`src/common/scce_regs.svh`:
```
// Constants of the selector channel command word engine.
`ifndef SCCE_REGS_SVH
`define SCCE_REGS_SVH
`define SCCE_FN_SENSE_INT 3'h3
`define SCCE_FN_HALT 3'h4
`define SCCE_FN_START 3'h5
`define SCCE_FN_SENSE_ST 3'h7
`define SCCE_MOD_DEV 7:0
`define SCCE_MOD_POLL 3
`define SCCE_MOD_SEL 2:1
`define SCCE_MOD_RESET 0
`define SCCE_SW_UNIT 2'h0
`define SCCE_SW_FLAGS 2'h1
`define SCCE_SW_COUNT 2'h2
`define SCCE_W_FLAGS 15:11
`define SCCE_W_PCI 12
`define SCCE_W_CMD 7:0
`define SCCE_F_CD 4
`define SCCE_F_CC 3
`define SCCE_F_SLI 2
`define SCCE_F_SKIP 0
`define SCCE_CMD_LOW2 1:0
`define SCCE_CMD_LOW4 3:0
`define SCCE_CC_WRITE 2'h1
`define SCCE_CC_READ 2'h2
`define SCCE_CC_CONTROL 2'h3
`define SCCE_CC_SENSE 4'h4
`define SCCE_CC_TIC 4'h8
`define SCCE_CC_TEST 4'h0
`define SCCE_CC_READ_BACK 4'hc
`define SCCE_CCW_STEP 16'h0003
`define SCCE_CCW_SKIP_STEP 16'h0006
`define SCCE_CLK_NS 100
`define SCCE_RESP_NS 3000
`define SCCE_RESP_CYC (`SCCE_RESP_NS / `SCCE_CLK_NS)
`endif

```
`src/common/scce_pkg.sv`:
```
// Shared types of the selector channel engine.
package scce_pkg;
    typedef enum logic [2:0] {
        OP_WRITE, OP_READ, OP_CONTROL, OP_SENSE, OP_TIC, OP_TEST, OP_INVALID
    } scce_op_type;
    typedef enum logic [2:0] {
        ST_IDLE, ST_FETCH, ST_ISSUE, ST_XFER, ST_WAIT_END
    } scce_state_type;
endpackage

```
`src/rtl/scce_channel.sv`:
```
// Selector channel engine: command words, cycle stealing, polling and status.
`include "scce_regs.svh"
module scce_channel #(
    parameter int FIFO_DEPTH = 16
) (
    // Clock and reset.
    input wire logic clk_in,
    input wire logic reset_n_in,
    // Execute-I/O command port.
    input wire logic xio_valid_in,
    input wire logic [2:0] xio_func_in,
    input wire logic [15:0] xio_modifier_in,
    input wire logic [15:0] xio_address_in,
    output logic [15:0] xio_accum_out,
    output logic xio_done_out,
    output logic irq_out,
    output logic busy_out,
    // Cycle-steal port to main storage.
    output logic mem_req_out,
    output logic mem_we_out,
    output logic [15:0] mem_addr_out,
    output logic [15:0] mem_wdata_out,
    input wire logic mem_grant_in,
    input wire logic [15:0] mem_rdata_in,
    // Control unit commands, halt, polling and ending.
    output logic cu_cmd_valid_out,
    output logic [7:0] cu_cmd_out,
    output logic [7:0] cu_dev_addr_out,
    output logic cu_halt_out,
    input wire logic cu_busy_in,
    input wire logic cu_service_req_in,
    input wire logic [7:0] cu_unit_addr_in,
    input wire logic [7:0] cu_unit_status_in,
    input wire logic cu_dev_end_in,
    input wire logic cu_status_mod_in,
    input wire logic cu_unit_check_in,
    // Control unit data bytes.
    input wire logic cu_rx_valid_in,
    input wire logic [7:0] cu_rx_data_in,
    output logic cu_rx_ready_out,
    output logic cu_tx_valid_out,
    output logic [7:0] cu_tx_data_out,
    input wire logic cu_tx_ready_in
);

    localparam int RESP_INT = `SCCE_RESP_CYC;
    localparam logic [5:0] RESP_CYC = 6'(RESP_INT);
    if (RESP_INT < 1 || RESP_INT > 63 || FIFO_DEPTH < 2) begin : g_bad_param
        $error("Response count or buffer depth out of range.");
    end

    function automatic logic [15:0] ccw_next(input logic [15:0] a, input logic [15:0] d);
        return a + d;
    endfunction

    scce_pkg::scce_state_type state;
    scce_pkg::scce_state_type next_state;
    scce_pkg::scce_op_type op;
    scce_pkg::scce_op_type fetched_op;
    logic [1:0] fetch_idx;
    logic [15:0] ccw_addr;
    logic [15:0] count;
    logic [15:0] data_addr;
    logic [15:0] word_buf;
    logic [4:0] flags;
    logic [7:0] cmd;
    logic [7:0] unit_addr;
    logic [7:0] unit_status;
    logic dchain;
    logic tic_hit;
    logic half;
    logic pend_wr;
    logic tx_have;
    logic int_req;
    logic status_pending;
    logic poll_off;
    logic len_err;
    logic pci_seen;
    logic overrun;
    logic halted;
    logic [5:0] resp_cnt;
    logic f_valid;
    logic [7:0] f_data;
    logic fifo_in_ready;

    scce_decode u_dec_cur (
        .cmd_in(cmd),
        .op_out(op)
    );
    scce_decode u_dec_fetch (
        .cmd_in(mem_rdata_in[`SCCE_W_CMD]),
        .op_out(fetched_op)
    );

    // Function decoding.
    wire logic fn_sense_int = xio_valid_in && xio_func_in == `SCCE_FN_SENSE_INT;
    wire logic fn_halt = xio_valid_in && xio_func_in == `SCCE_FN_HALT;
    wire logic fn_start = xio_valid_in && xio_func_in == `SCCE_FN_START;
    wire logic fn_sense = xio_valid_in && xio_func_in == `SCCE_FN_SENSE_ST;
    wire logic idle = state == scce_pkg::ST_IDLE;
    wire logic in_fetch = state == scce_pkg::ST_FETCH;
    wire logic in_xfer = state == scce_pkg::ST_XFER;
    wire logic start_ok = fn_start && idle;
    wire logic halt_busy = fn_halt && !idle;
    wire logic halt_idle = fn_halt && idle && cu_busy_in;
    wire logic [1:0] sw_sel = xio_modifier_in[`SCCE_MOD_SEL];
    wire logic sw_reset = fn_sense && xio_modifier_in[`SCCE_MOD_RESET];
    wire logic read_unit = fn_sense && sw_sel == `SCCE_SW_UNIT;

    // Command word flags and operation class.
    wire logic f_cd = flags[`SCCE_F_CD];
    wire logic f_cc = flags[`SCCE_F_CC];
    wire logic f_sli = flags[`SCCE_F_SLI];
    wire logic f_skip = flags[`SCCE_F_SKIP];
    wire logic is_rd = op == scce_pkg::OP_READ || op == scce_pkg::OP_SENSE;
    wire logic is_wr = op == scce_pkg::OP_WRITE;
    wire logic immediate = !is_rd && !is_wr;
    wire logic last = count == 16'h0001;

    // Data movement.
    wire logic rd_open = in_xfer && is_rd && !pend_wr && count != 16'h0000;
    wire logic fifo_pop = rd_open && f_valid;
    wire logic tx_take = cu_tx_valid_out && cu_tx_ready_in;
    wire logic need_word = in_xfer && is_wr && !tx_have && count != 16'h0000;
    wire logic wr_store = in_xfer && pend_wr && !f_skip;
    wire logic skip_drop = in_xfer && pend_wr && f_skip;
    wire logic grant = mem_req_out && mem_grant_in;
    wire logic data_done = in_xfer && count == 16'h0000 && !pend_wr;
    wire logic pci_fetch = in_fetch && grant && fetch_idx == 2'h1 && mem_rdata_in[`SCCE_W_PCI];

    // Ending and chaining.
    wire logic dev_end = cu_dev_end_in && (in_xfer || state == scce_pkg::ST_WAIT_END);
    wire logic mismatch = !immediate && (count != 16'h0000 || f_valid);
    wire logic post_len = mismatch && !(f_sli && !f_cd);
    wire logic chain_ok = f_cc && !f_cd && op != scce_pkg::OP_TEST
        && !cu_unit_check_in && (!mismatch || f_sli);
    wire logic op_end = dev_end && !chain_ok && !halt_busy;
    wire logic poll_hit = idle && !poll_off && !status_pending && cu_service_req_in;
    wire logic waiting = in_xfer
        && ((is_rd && cu_rx_valid_in && !cu_rx_ready_out) || (is_wr && cu_tx_ready_in && !tx_have));

    wire logic [15:0] flag_word = {int_req, status_pending, !idle, poll_off,
        len_err, pci_seen, overrun, halted, 8'h00};
    wire logic [15:0] sw_word = sw_sel == `SCCE_SW_UNIT ? {unit_addr, unit_status} :
        sw_sel == `SCCE_SW_FLAGS ? flag_word :
        sw_sel == `SCCE_SW_COUNT ? count : ccw_addr;

    // Storage is only ever touched by stolen cycles while the channel is active.
    assign mem_req_out = in_fetch || need_word || wr_store;
    assign mem_we_out = wr_store;
    assign mem_addr_out = in_fetch ? ccw_next(ccw_addr, {14'h0000, fetch_idx}) : data_addr;
    assign mem_wdata_out = word_buf;
    assign cu_cmd_valid_out = state == scce_pkg::ST_ISSUE;
    assign cu_cmd_out = cmd;
    assign cu_rx_ready_out = fifo_in_ready && in_xfer && is_rd;
    assign cu_tx_valid_out = in_xfer && is_wr && tx_have;
    assign cu_tx_data_out = half ? word_buf[7:0] : word_buf[15:8];
    assign irq_out = int_req;
    assign busy_out = !idle;

    // The buffer absorbs bytes while a stolen cycle waits for its grant.
    scce_fifo #(
        .WIDTH(8),
        .DEPTH(FIFO_DEPTH)
    ) u_fifo (
        .clk_in(clk_in),
        .reset_n_in(reset_n_in),
        .flush_in(start_ok || halt_busy || op_end),
        .in_valid_in(cu_rx_valid_in && in_xfer && is_rd),
        .in_data_in(cu_rx_data_in),
        .in_ready_out(fifo_in_ready),
        .out_valid_out(f_valid),
        .out_data_out(f_data),
        .out_ready_in(rd_open)
    );

    always_comb begin
        next_state = state;
        unique case (state)
            scce_pkg::ST_IDLE: if (start_ok) next_state = scce_pkg::ST_FETCH;
            scce_pkg::ST_FETCH: begin
                if (grant && fetch_idx == 2'h2 && !tic_hit) begin
                    next_state = dchain ? scce_pkg::ST_XFER : scce_pkg::ST_ISSUE;
                end
            end
            scce_pkg::ST_ISSUE: begin
                next_state = immediate ? scce_pkg::ST_WAIT_END : scce_pkg::ST_XFER;
            end
            scce_pkg::ST_XFER: begin
                if (data_done) begin
                    next_state = f_cd ? scce_pkg::ST_FETCH : scce_pkg::ST_WAIT_END;
                end
            end
            scce_pkg::ST_WAIT_END: next_state = state;
        endcase
        if (dev_end) begin
            next_state = chain_ok ? scce_pkg::ST_FETCH : scce_pkg::ST_IDLE;
        end
        if (halt_busy) begin
            next_state = scce_pkg::ST_IDLE;
        end
    end

    always_ff @(posedge clk_in or negedge reset_n_in) begin
        if (!reset_n_in) begin
            state <= scce_pkg::ST_IDLE;
        end else begin
            state <= next_state;
        end
    end

    // Command word address and fetch sequencing.
    always_ff @(posedge clk_in or negedge reset_n_in) begin
        if (!reset_n_in) begin
            ccw_addr <= 16'h0000;
            fetch_idx <= 2'h0;
            dchain <= 1'b0;
            tic_hit <= 1'b0;
        end else if (halt_busy) begin
            fetch_idx <= 2'h0;
            dchain <= 1'b0;
        end else if (start_ok) begin
            ccw_addr <= xio_address_in;
            fetch_idx <= 2'h0;
            dchain <= 1'b0;
        end else if (in_fetch && grant) begin
            fetch_idx <= fetch_idx == 2'h2 ? 2'h0 : fetch_idx + 2'h1;
            if (fetch_idx == 2'h1) tic_hit <= fetched_op == scce_pkg::OP_TIC;
            if (fetch_idx == 2'h2 && tic_hit) ccw_addr <= mem_rdata_in;
        end else if (dev_end) begin
            ccw_addr <= ccw_next(ccw_addr, cu_status_mod_in ?
                `SCCE_CCW_SKIP_STEP : `SCCE_CCW_STEP);
            dchain <= 1'b0;
        end else if (data_done && f_cd) begin
            ccw_addr <= ccw_next(ccw_addr, `SCCE_CCW_STEP);
            dchain <= 1'b1;
        end
    end

    // Command word fields, byte count and data address.
    always_ff @(posedge clk_in or negedge reset_n_in) begin
        if (!reset_n_in) begin
            count <= 16'h0000;
            flags <= 5'h00;
            cmd <= 8'h00;
            data_addr <= 16'h0000;
        end else if (in_fetch && grant) begin
            if (fetch_idx == 2'h0) count <= mem_rdata_in;
            if (fetch_idx == 2'h1) flags <= mem_rdata_in[`SCCE_W_FLAGS];
            if (fetch_idx == 2'h1 && (!dchain || fetched_op == scce_pkg::OP_TIC)) begin
                cmd <= mem_rdata_in[`SCCE_W_CMD];
            end
            if (fetch_idx == 2'h2) data_addr <= mem_rdata_in;
        end else begin
            if (fifo_pop || tx_take) count <= count - 16'h0001;
            if ((in_xfer && grant) || skip_drop) data_addr <= data_addr + 16'h0001;
        end
    end

    // Byte packing: first byte fills the high half; an odd last byte pads with zero.
    always_ff @(posedge clk_in or negedge reset_n_in) begin
        if (!reset_n_in) begin
            word_buf <= 16'h0000;
            half <= 1'b0;
            pend_wr <= 1'b0;
            tx_have <= 1'b0;
        end else if (start_ok || halt_busy || !in_xfer) begin
            half <= 1'b0;
            pend_wr <= 1'b0;
            tx_have <= 1'b0;
        end else if (fifo_pop) begin
            word_buf <= half ? {word_buf[15:8], f_data} : {f_data, 8'h00};
            half <= !half && !last;
            pend_wr <= half || last;
        end else if (need_word && mem_grant_in) begin
            word_buf <= mem_rdata_in;
            tx_have <= 1'b1;
            half <= 1'b0;
        end else if (tx_take) begin
            half <= !half && !last;
            tx_have <= !(half || last);
        end else if ((wr_store && mem_grant_in) || skip_drop) begin
            pend_wr <= 1'b0;
        end
    end

    // Service response timer; a stall past the limit is recorded as overrun.
    always_ff @(posedge clk_in or negedge reset_n_in) begin
        if (!reset_n_in) begin
            resp_cnt <= 6'h00;
        end else if (!waiting) begin
            resp_cnt <= 6'h00;
        end else if (resp_cnt != RESP_CYC) begin
            resp_cnt <= resp_cnt + 6'h01;
        end
    end

    // Status flags: a setting event always wins over a clear in the same cycle.
    always_ff @(posedge clk_in or negedge reset_n_in) begin
        if (!reset_n_in) begin
            int_req <= 1'b0;
            status_pending <= 1'b0;
            poll_off <= 1'b0;
            len_err <= 1'b0;
            pci_seen <= 1'b0;
            overrun <= 1'b0;
            halted <= 1'b0;
        end else begin
            int_req <= op_end || halt_busy || poll_hit || pci_fetch
                || (int_req && !sw_reset);
            status_pending <= op_end || poll_hit || (status_pending && !read_unit);
            poll_off <= fn_sense ? xio_modifier_in[`SCCE_MOD_POLL] : poll_off && !op_end;
            len_err <= (op_end && post_len) || (len_err && !sw_reset);
            pci_seen <= pci_fetch || (pci_seen && !sw_reset);
            overrun <= resp_cnt == RESP_CYC || (overrun && !sw_reset);
            halted <= halt_busy || (halted && !sw_reset);
        end
    end

    // Unit latches, device address, halt strobe and accumulator answers.
    always_ff @(posedge clk_in or negedge reset_n_in) begin
        if (!reset_n_in) begin
            unit_addr <= 8'h00;
            unit_status <= 8'h00;
            cu_dev_addr_out <= 8'h00;
            cu_halt_out <= 1'b0;
            xio_accum_out <= 16'h0000;
            xio_done_out <= 1'b0;
        end else begin
            if (op_end || poll_hit) begin
                unit_addr <= cu_unit_addr_in;
                unit_status <= cu_unit_status_in;
            end
            if (start_ok || halt_idle) begin
                cu_dev_addr_out <= xio_modifier_in[`SCCE_MOD_DEV];
            end
            cu_halt_out <= halt_busy || halt_idle;
            if (fn_sense_int) xio_accum_out <= {int_req, 15'h0000};
            if (fn_sense) xio_accum_out <= sw_word;
            xio_done_out <= xio_valid_in;
        end
    end
endmodule

```
`src/rtl/scce_decode.sv`:
```
// Command code classifier.
`include "scce_regs.svh"
module scce_decode (
    // Command code in, operation class out.
    input wire logic [7:0] cmd_in,
    output scce_pkg::scce_op_type op_out
);
    wire logic [1:0] low2 = cmd_in[`SCCE_CMD_LOW2];
    wire logic [3:0] low4 = cmd_in[`SCCE_CMD_LOW4];
    // The upper bits are modifiers for the device and do not change the class.
    assign op_out = low2 == `SCCE_CC_WRITE ? scce_pkg::OP_WRITE :
        low2 == `SCCE_CC_READ ? scce_pkg::OP_READ :
        low2 == `SCCE_CC_CONTROL ? scce_pkg::OP_CONTROL :
        low4 == `SCCE_CC_SENSE ? scce_pkg::OP_SENSE :
        low4 == `SCCE_CC_TIC ? scce_pkg::OP_TIC :
        low4 == `SCCE_CC_TEST ? scce_pkg::OP_TEST :
        low4 == `SCCE_CC_READ_BACK ? scce_pkg::OP_READ : scce_pkg::OP_INVALID;
endmodule

```
`src/rtl/scce_fifo.sv`:
```
// Byte buffer between the control unit and the storage packer.
module scce_fifo #(
    parameter int WIDTH = 8,
    parameter int DEPTH = 16
) (
    // Clock and reset.
    input wire logic clk_in,
    input wire logic reset_n_in,
    input wire logic flush_in,
    // Filling side.
    input wire logic in_valid_in,
    input wire logic [WIDTH-1:0] in_data_in,
    output logic in_ready_out,
    // Draining side.
    output logic out_valid_out,
    output logic [WIDTH-1:0] out_data_out,
    input wire logic out_ready_in
);
    localparam int AW = $clog2(DEPTH);
    if (DEPTH < 2 || (1 << AW) != DEPTH) begin : g_bad_depth
        $error("DEPTH must be a power of two of at least two.");
    end
    logic [WIDTH-1:0] mem [DEPTH];
    logic [AW:0] rd;
    logic [AW:0] wr;
    wire logic full = rd[AW-1:0] == wr[AW-1:0] && rd[AW] != wr[AW];
    wire logic push = in_valid_in && !full;
    wire logic pop = out_valid_out && out_ready_in;
    assign in_ready_out = !full;
    assign out_valid_out = rd != wr;
    assign out_data_out = mem[rd[AW-1:0]];
    always_ff @(posedge clk_in or negedge reset_n_in) begin
        if (!reset_n_in) begin
            rd <= '0;
            wr <= '0;
        end else if (flush_in) begin
            rd <= '0;
            wr <= '0;
        end else begin
            rd <= rd + (AW + 1)'(pop);
            wr <= wr + (AW + 1)'(push);
        end
    end
    always_ff @(posedge clk_in) begin
        if (push) begin
            mem[wr[AW-1:0]] <= in_data_in;
        end
    end
endmodule
```
`config.mk`:
```
export PLATFORM = sky130hd
export DESIGN_NAME = scce_channel
export DESIGN_NICKNAME = d
export VERILOG_FILES = /design/src/common/scce_pkg.sv /design/src/rtl/scce_channel.sv /design/src/rtl/scce_decode.sv /design/src/rtl/scce_fifo.sv
export VERILOG_INCLUDE_DIRS = /design/src /design/src/common
export SDC_FILE = /design/constraint.sdc
export NUM_CORES = 1
export LEC_CHECK = 0
export ABC_AREA = 0
export BUFFER_PORTS_ARGS = -buffer_cell sky130_fd_sc_hd__buf_2
export CORE_ASPECT_RATIO = 2
export CORE_MARGIN = 3
export CORE_UTILIZATION = 55
export CTS_CLUSTER_SIZE = 20
export DETAILED_ROUTE_END_ITERATION = 10
export PLACE_DENSITY = 0.77
export SYNTH_ARGS = -nofsm -noshare
export SYNTH_HDL_FRONTEND = slang
export SYNTH_SLANG_ARGS = --single-unit
```
`constraint.sdc`:
```
create_clock -name clk_in -period 4.2 [get_ports clk_in]
set_clock_uncertainty 0.2 [all_clocks]
set_input_delay 0.63 -clock clk_in [delete_from_list [all_inputs] [get_ports clk_in]]
set_output_delay 0.63 -clock clk_in [all_outputs]
set_load 0.02 [all_outputs]
```
==> results_tabular.tex <==
\begin{tabular}{lr}
\hline
Metric & Value \\
\hline
\multicolumn{2}{l}{\textbf{Floorplanning}} \\
\quad Chip width & 118 um \\
\quad Cell row count & 81 \\
\quad Y dimension of the die & 230 um \\
\quad Core region area & 24600 um\^{}2 \\
\quad I/O pin count & 167 \\
\quad Initial core utilization & 56.0\% \\
\quad Die area & 27100 um\^{}2 \\
\multicolumn{2}{l}{\textbf{Route}} \\
\quad Vias per inst & 6.25 \\
\quad Antenna violation net count after detailed routing & 0 \\
\quad Total wire length & 39000 um \\
\quad Number of violations reported at the end of detailed-routing iteration 0 & 661 \\
\quad Post-detailed-route wirelength per cell & 23.5 um \\
\quad Post-route DRC violation count & 0 \\
\quad Vias & between 10000 and 15000 \\
\quad First drt pass iteration count & 8 \\
\multicolumn{2}{l}{\textbf{Yosys}} \\
\quad Sequential fraction of the synthesis area & $\sim$55\% \\
\quad Primary FF master, synth & dfrtp\_1 \\
\quad Distinct cells, synth & 93 \\
\quad Number of instances in the synthesized netlist & 1169 \\
\quad Flops \& latches, synth & around 280 \\
\quad Synthesized area per cell & 11.8 um\^{}2 \\
\quad Post-Synthesis Cell Area & 13800 um\^{}2 \\
\quad Number of nets in the synthesized netlist & 1270 \\
\quad Number of synthesized flops with an enable pin & 128 \\
\quad Async S/R FF share, synth & 54.1\% \\
\quad Yosys Warn Count & 0 \\
\multicolumn{2}{l}{\textbf{Worst setup path}} \\
\quad WP data arrival & 3.01 ns \\
\quad Crit. End Element & output pin \\
\quad Maximum fanout encountered on the critical timing path & 7 \\
\quad Kind of launch point of the worst setup path & flop \\
\quad Endpoint required time on the critical path & around 3.4 ns \\
\quad Crit path kind & flop to output pin \\
\multicolumn{2}{l}{\textbf{Clock tree}} \\
\quad TritonCTS clock tree & yes \\
\quad CTS sink count & 279 \\
\quad Reg clk slew, reported paths & 0.07 ns \\
\quad H-tree lvl count & 1 \\
\quad Insertion delay to the later sink of the worst-skew pair & around 0.55 ns \\
\quad Number of post-CTS setup repair buffers & 0 \\
\quad Number of hold buffers added after cts & 0 \\
\quad CTS buffer count & 25 \\
\quad Cells resized by post-CTS repair & 0 \\
\quad Buffer cell driving the clock tree root & clkbuf\_16 \\
\quad Maximum buffer depth of the clock tree & 3 \\
\multicolumn{2}{l}{\textbf{Timing}} \\
\quad Minimum hold slack & 0.0229 ns \\
\quad Transition time of the tightest slew-check pin & 1.19 ns \\
\quad Final critical-path share of the clock period & between 90\% and 100\% \\
\quad Relative max-transition margin & 20.1\% \\
\quad Crit path time final & 3.84 ns \\
\quad Max frequency & between 200 and 300 MHz \\
\quad Final count of hold timing violations & 0 \\
\quad Final sum of negative setup slack & 0 ns \\
\quad Unrepaired setup endpoints after global routing & false \\
\quad Final setup violation count & 0 \\
\quad Final worst slack & 0.363 ns \\
\quad Count of pins over their slew limit & 0 \\
\multicolumn{2}{l}{\textbf{Cells and area}} \\
\quad Multi-input gate area in the final layout & 5760 um\^{}2 \\
\quad Ratio of cells with drive above 1 in the final layout & around a quarter \\
\quad Area added between synthesis and finish & 13.9\% \\
\quad Register area & 7620 um\^{}2 \\
\quad Nets & around 1400 \\
\quad Final-layout fill cell count & just under 2000 \\
\multicolumn{2}{l}{\textbf{GRT}} \\
\quad Maximum number of pins on one net before global-route repair & 107 \\
\quad Total global routing overflow & 0 \\
\quad All-layer global routing usage & 28.7\% \\
\quad First-pass GRT wire length & 59700 um \\
\quad Antenna violations before repair & 1 \\
\quad Via count of the first global-routing pass & 10400 \\
\multicolumn{2}{l}{\textbf{Placement}} \\
\quad Placed wire-length estimate after detailed placement & 29000 um \\
\quad Routability congestion estimate & 0.957 \\
\quad Worst setup slack before clock tree synthesis & between 0.7 and 0.8 ns \\
\quad Quantity of I/O buffers inserted on ports & around 160 \\
\multicolumn{2}{l}{\textbf{Job}} \\
\quad Max-capacitance violation count & 0 \\
\multicolumn{2}{l}{\textbf{Power}} \\
\quad Worst supply voltage drop on vdd & 481 uV \\
\quad Leakage power total & 6.26 nW \\
\quad PwrDens & 645 nW/um\^{}2 \\
\multicolumn{2}{l}{\textbf{Min path}} \\
\quad Worst Hold Class & input port to asynchronous set/reset pin \\
\multicolumn{2}{l}{\textbf{Status}} \\
\quad Run status & complete, no violations \\
\hline
\end{tabular}
[final cells by class]
type	instances	share of cell area [%]
Sequential cell	279	48.5
Timing Repair Buffer	184	6.31
Clock buffer	34	4.24
Inverter	25	0.597
Clock inverter	10	1.01
Tap cell	332	2.64
Multi-Input combinational cell	794	36.7
Antenna cell	1	0.0159
[per-stage QoR]
| stage | cell area, um^2 | total power, mW | utilization, % | instances |
|---|---|---|---|---|
| finish | 15700 | 10.1 | 63.8 | 1659 |
| CTS | 15700 | 10.1 | 63.8 | 1658 |
| floorplan | 13800 | 6.57 | - | 1169 |
| global placement | 14900 | 7.67 | 60.4 | 1614 |
| detailed placement | 14900 | 7.76 | 60.4 | 1614 |
| global route | 15700 | 10.7 | 63.8 | 1659 |
[cells by family (layout without fill, tap and decap cells)]
group | count (synthesis) | count (layout) | synth area share [%]
mux | 115 | 115 | 11.1
xor+xnor | 43 | 43 | 2.73
compound gates | 281 | 281 | 13.8
other cells | 0 | 1 | 0
flops | 279 | 279 | 55.2
buf+inv | 96 | 253 | 3.23
fa+ha+maj | 15 | 15 | 1.41
simple gates | 340 | 340 | 12.5
[placed cells by master, fill, tap and decap left out, types with 15 or more instances in the layout]
cell type / instances
buf_2: 157
dfrtp_1: 150
edfxtp_1: 128
nor2_1: 110
nand2_1: 84
a21oi_1: 67
o21ai_0: 61
mux2i_1: 42
mux2_2: 40
nand3_1: 30
xnor2_1: 28
buf_4: 26
clkbuf_16: 25
mux4_2: 23
inv_1: 22
a22oi_1: 19
a31oi_1: 18
nor3_1: 17
a221oi_1: 17
xor2_1: 15
nor2b_1: 15
[synthesized netlist by cell type (all sizes together) (3+ instances only)]
cell type,count,area (um^2)
dfrtp,151,3780
edfxtp,128,3840
nor2,112,423
nand2,84,315
a21oi,68,344
o21ai,65,337
mux2,50,593
mux2i,42,420
buf,38,226
clkbuf,33,125
nand3,30,150
xnor2,28,245
inv,24,90.1
mux4,23,518
a22oi,19,143
a31oi,18,113
nor3,18,101
a221oi,17,149
nor2b,15,93.8
xor2,15,131
ha,14,175
a221o,13,130
nand2b,13,81.3
nand4,13,87.6
a22o,9,78.8
nor4,9,105
o22ai,9,56.3
nor3b,8,60.1
and3,7,43.8
nand3b,7,65.1
o22a,7,61.3
o31ai,6,50.1
a2111oi,5,56.3
a211oi,5,37.5
a31o,5,43.8
o21a,5,38.8
a2bb2oi,4,35.0
and2,4,25.0
or2,4,27.5
o211ai,3,27.5
o32ai,3,26.3
or3b,3,26.3
[where the power goes]
part           internal [mW]  switching, mW  total (mW)
Sequential              3.38          0.720        4.10
Combinational           1.52           2.15        3.67
Clock                   1.36           1.01        2.37
[worst paths after layout]
kind,depth (start not counted),from,to,slack (ns)
hold / removal,1,reset_n_in,overrun,0.02
setup reg to reg,12,state[2],ccw_addr[12],0.65
max in group asynchronous,2,reset_n_in,data_addr[11],2.90
hold reg to reg,2,xio_accum_out[15],xio_accum_out[15],0.29
min in group clk_in,1,xio_valid_in,xio_done_out,0.05
setup / recovery,8,fetch_idx[1],mem_addr_out[15],0.36
[worst max-delay path: stages (launching register included)]
cell and delay, ns:
dfrtp_1 0.45, ha_1 0.31, a21oi_1 0.15, or3b_2 0.54, or2_2 0.34, nor2_1 0.14, xnor2_1 0.08, a21oi_1 0.25
buf_2 0.21
[routing by layer]
| layer | up-vias | wire length, um | global-route usage (%) |
|---|---|---|---|
| li1 | 4653 | - | - |
| met1 | 5083 | 12500 | 29.0 |
| met2 | 475 | 20900 | 52.9 |
| met3 | 151 | 2250 | 3.94 |
| met4 | 0 | 3430 | 21.4 |
| met5 | - | 0 | 0 |
[state kept, by name, indices dropped and copies added (netlist names), 2 cells and up]
| register | count |
|---|---|
| u_fifo.mem | 128 |
| ccw_addr | 16 |
| count | 16 |
| data_addr | 16 |
| mem_wdata_out | 16 |
| xio_accum_out | 16 |
| cu_cmd_out | 8 |
| cu_dev_addr_out | 8 |
| unit_addr | 8 |
| unit_status | 8 |
| resp_cnt | 6 |
| u_fifo.rd | 5 |
| u_fifo.wr | 5 |
| flags | 4 |
| state | 3 |
| fetch_idx | 2 |
Note: power is estimated with default switching activity, not from simulation.
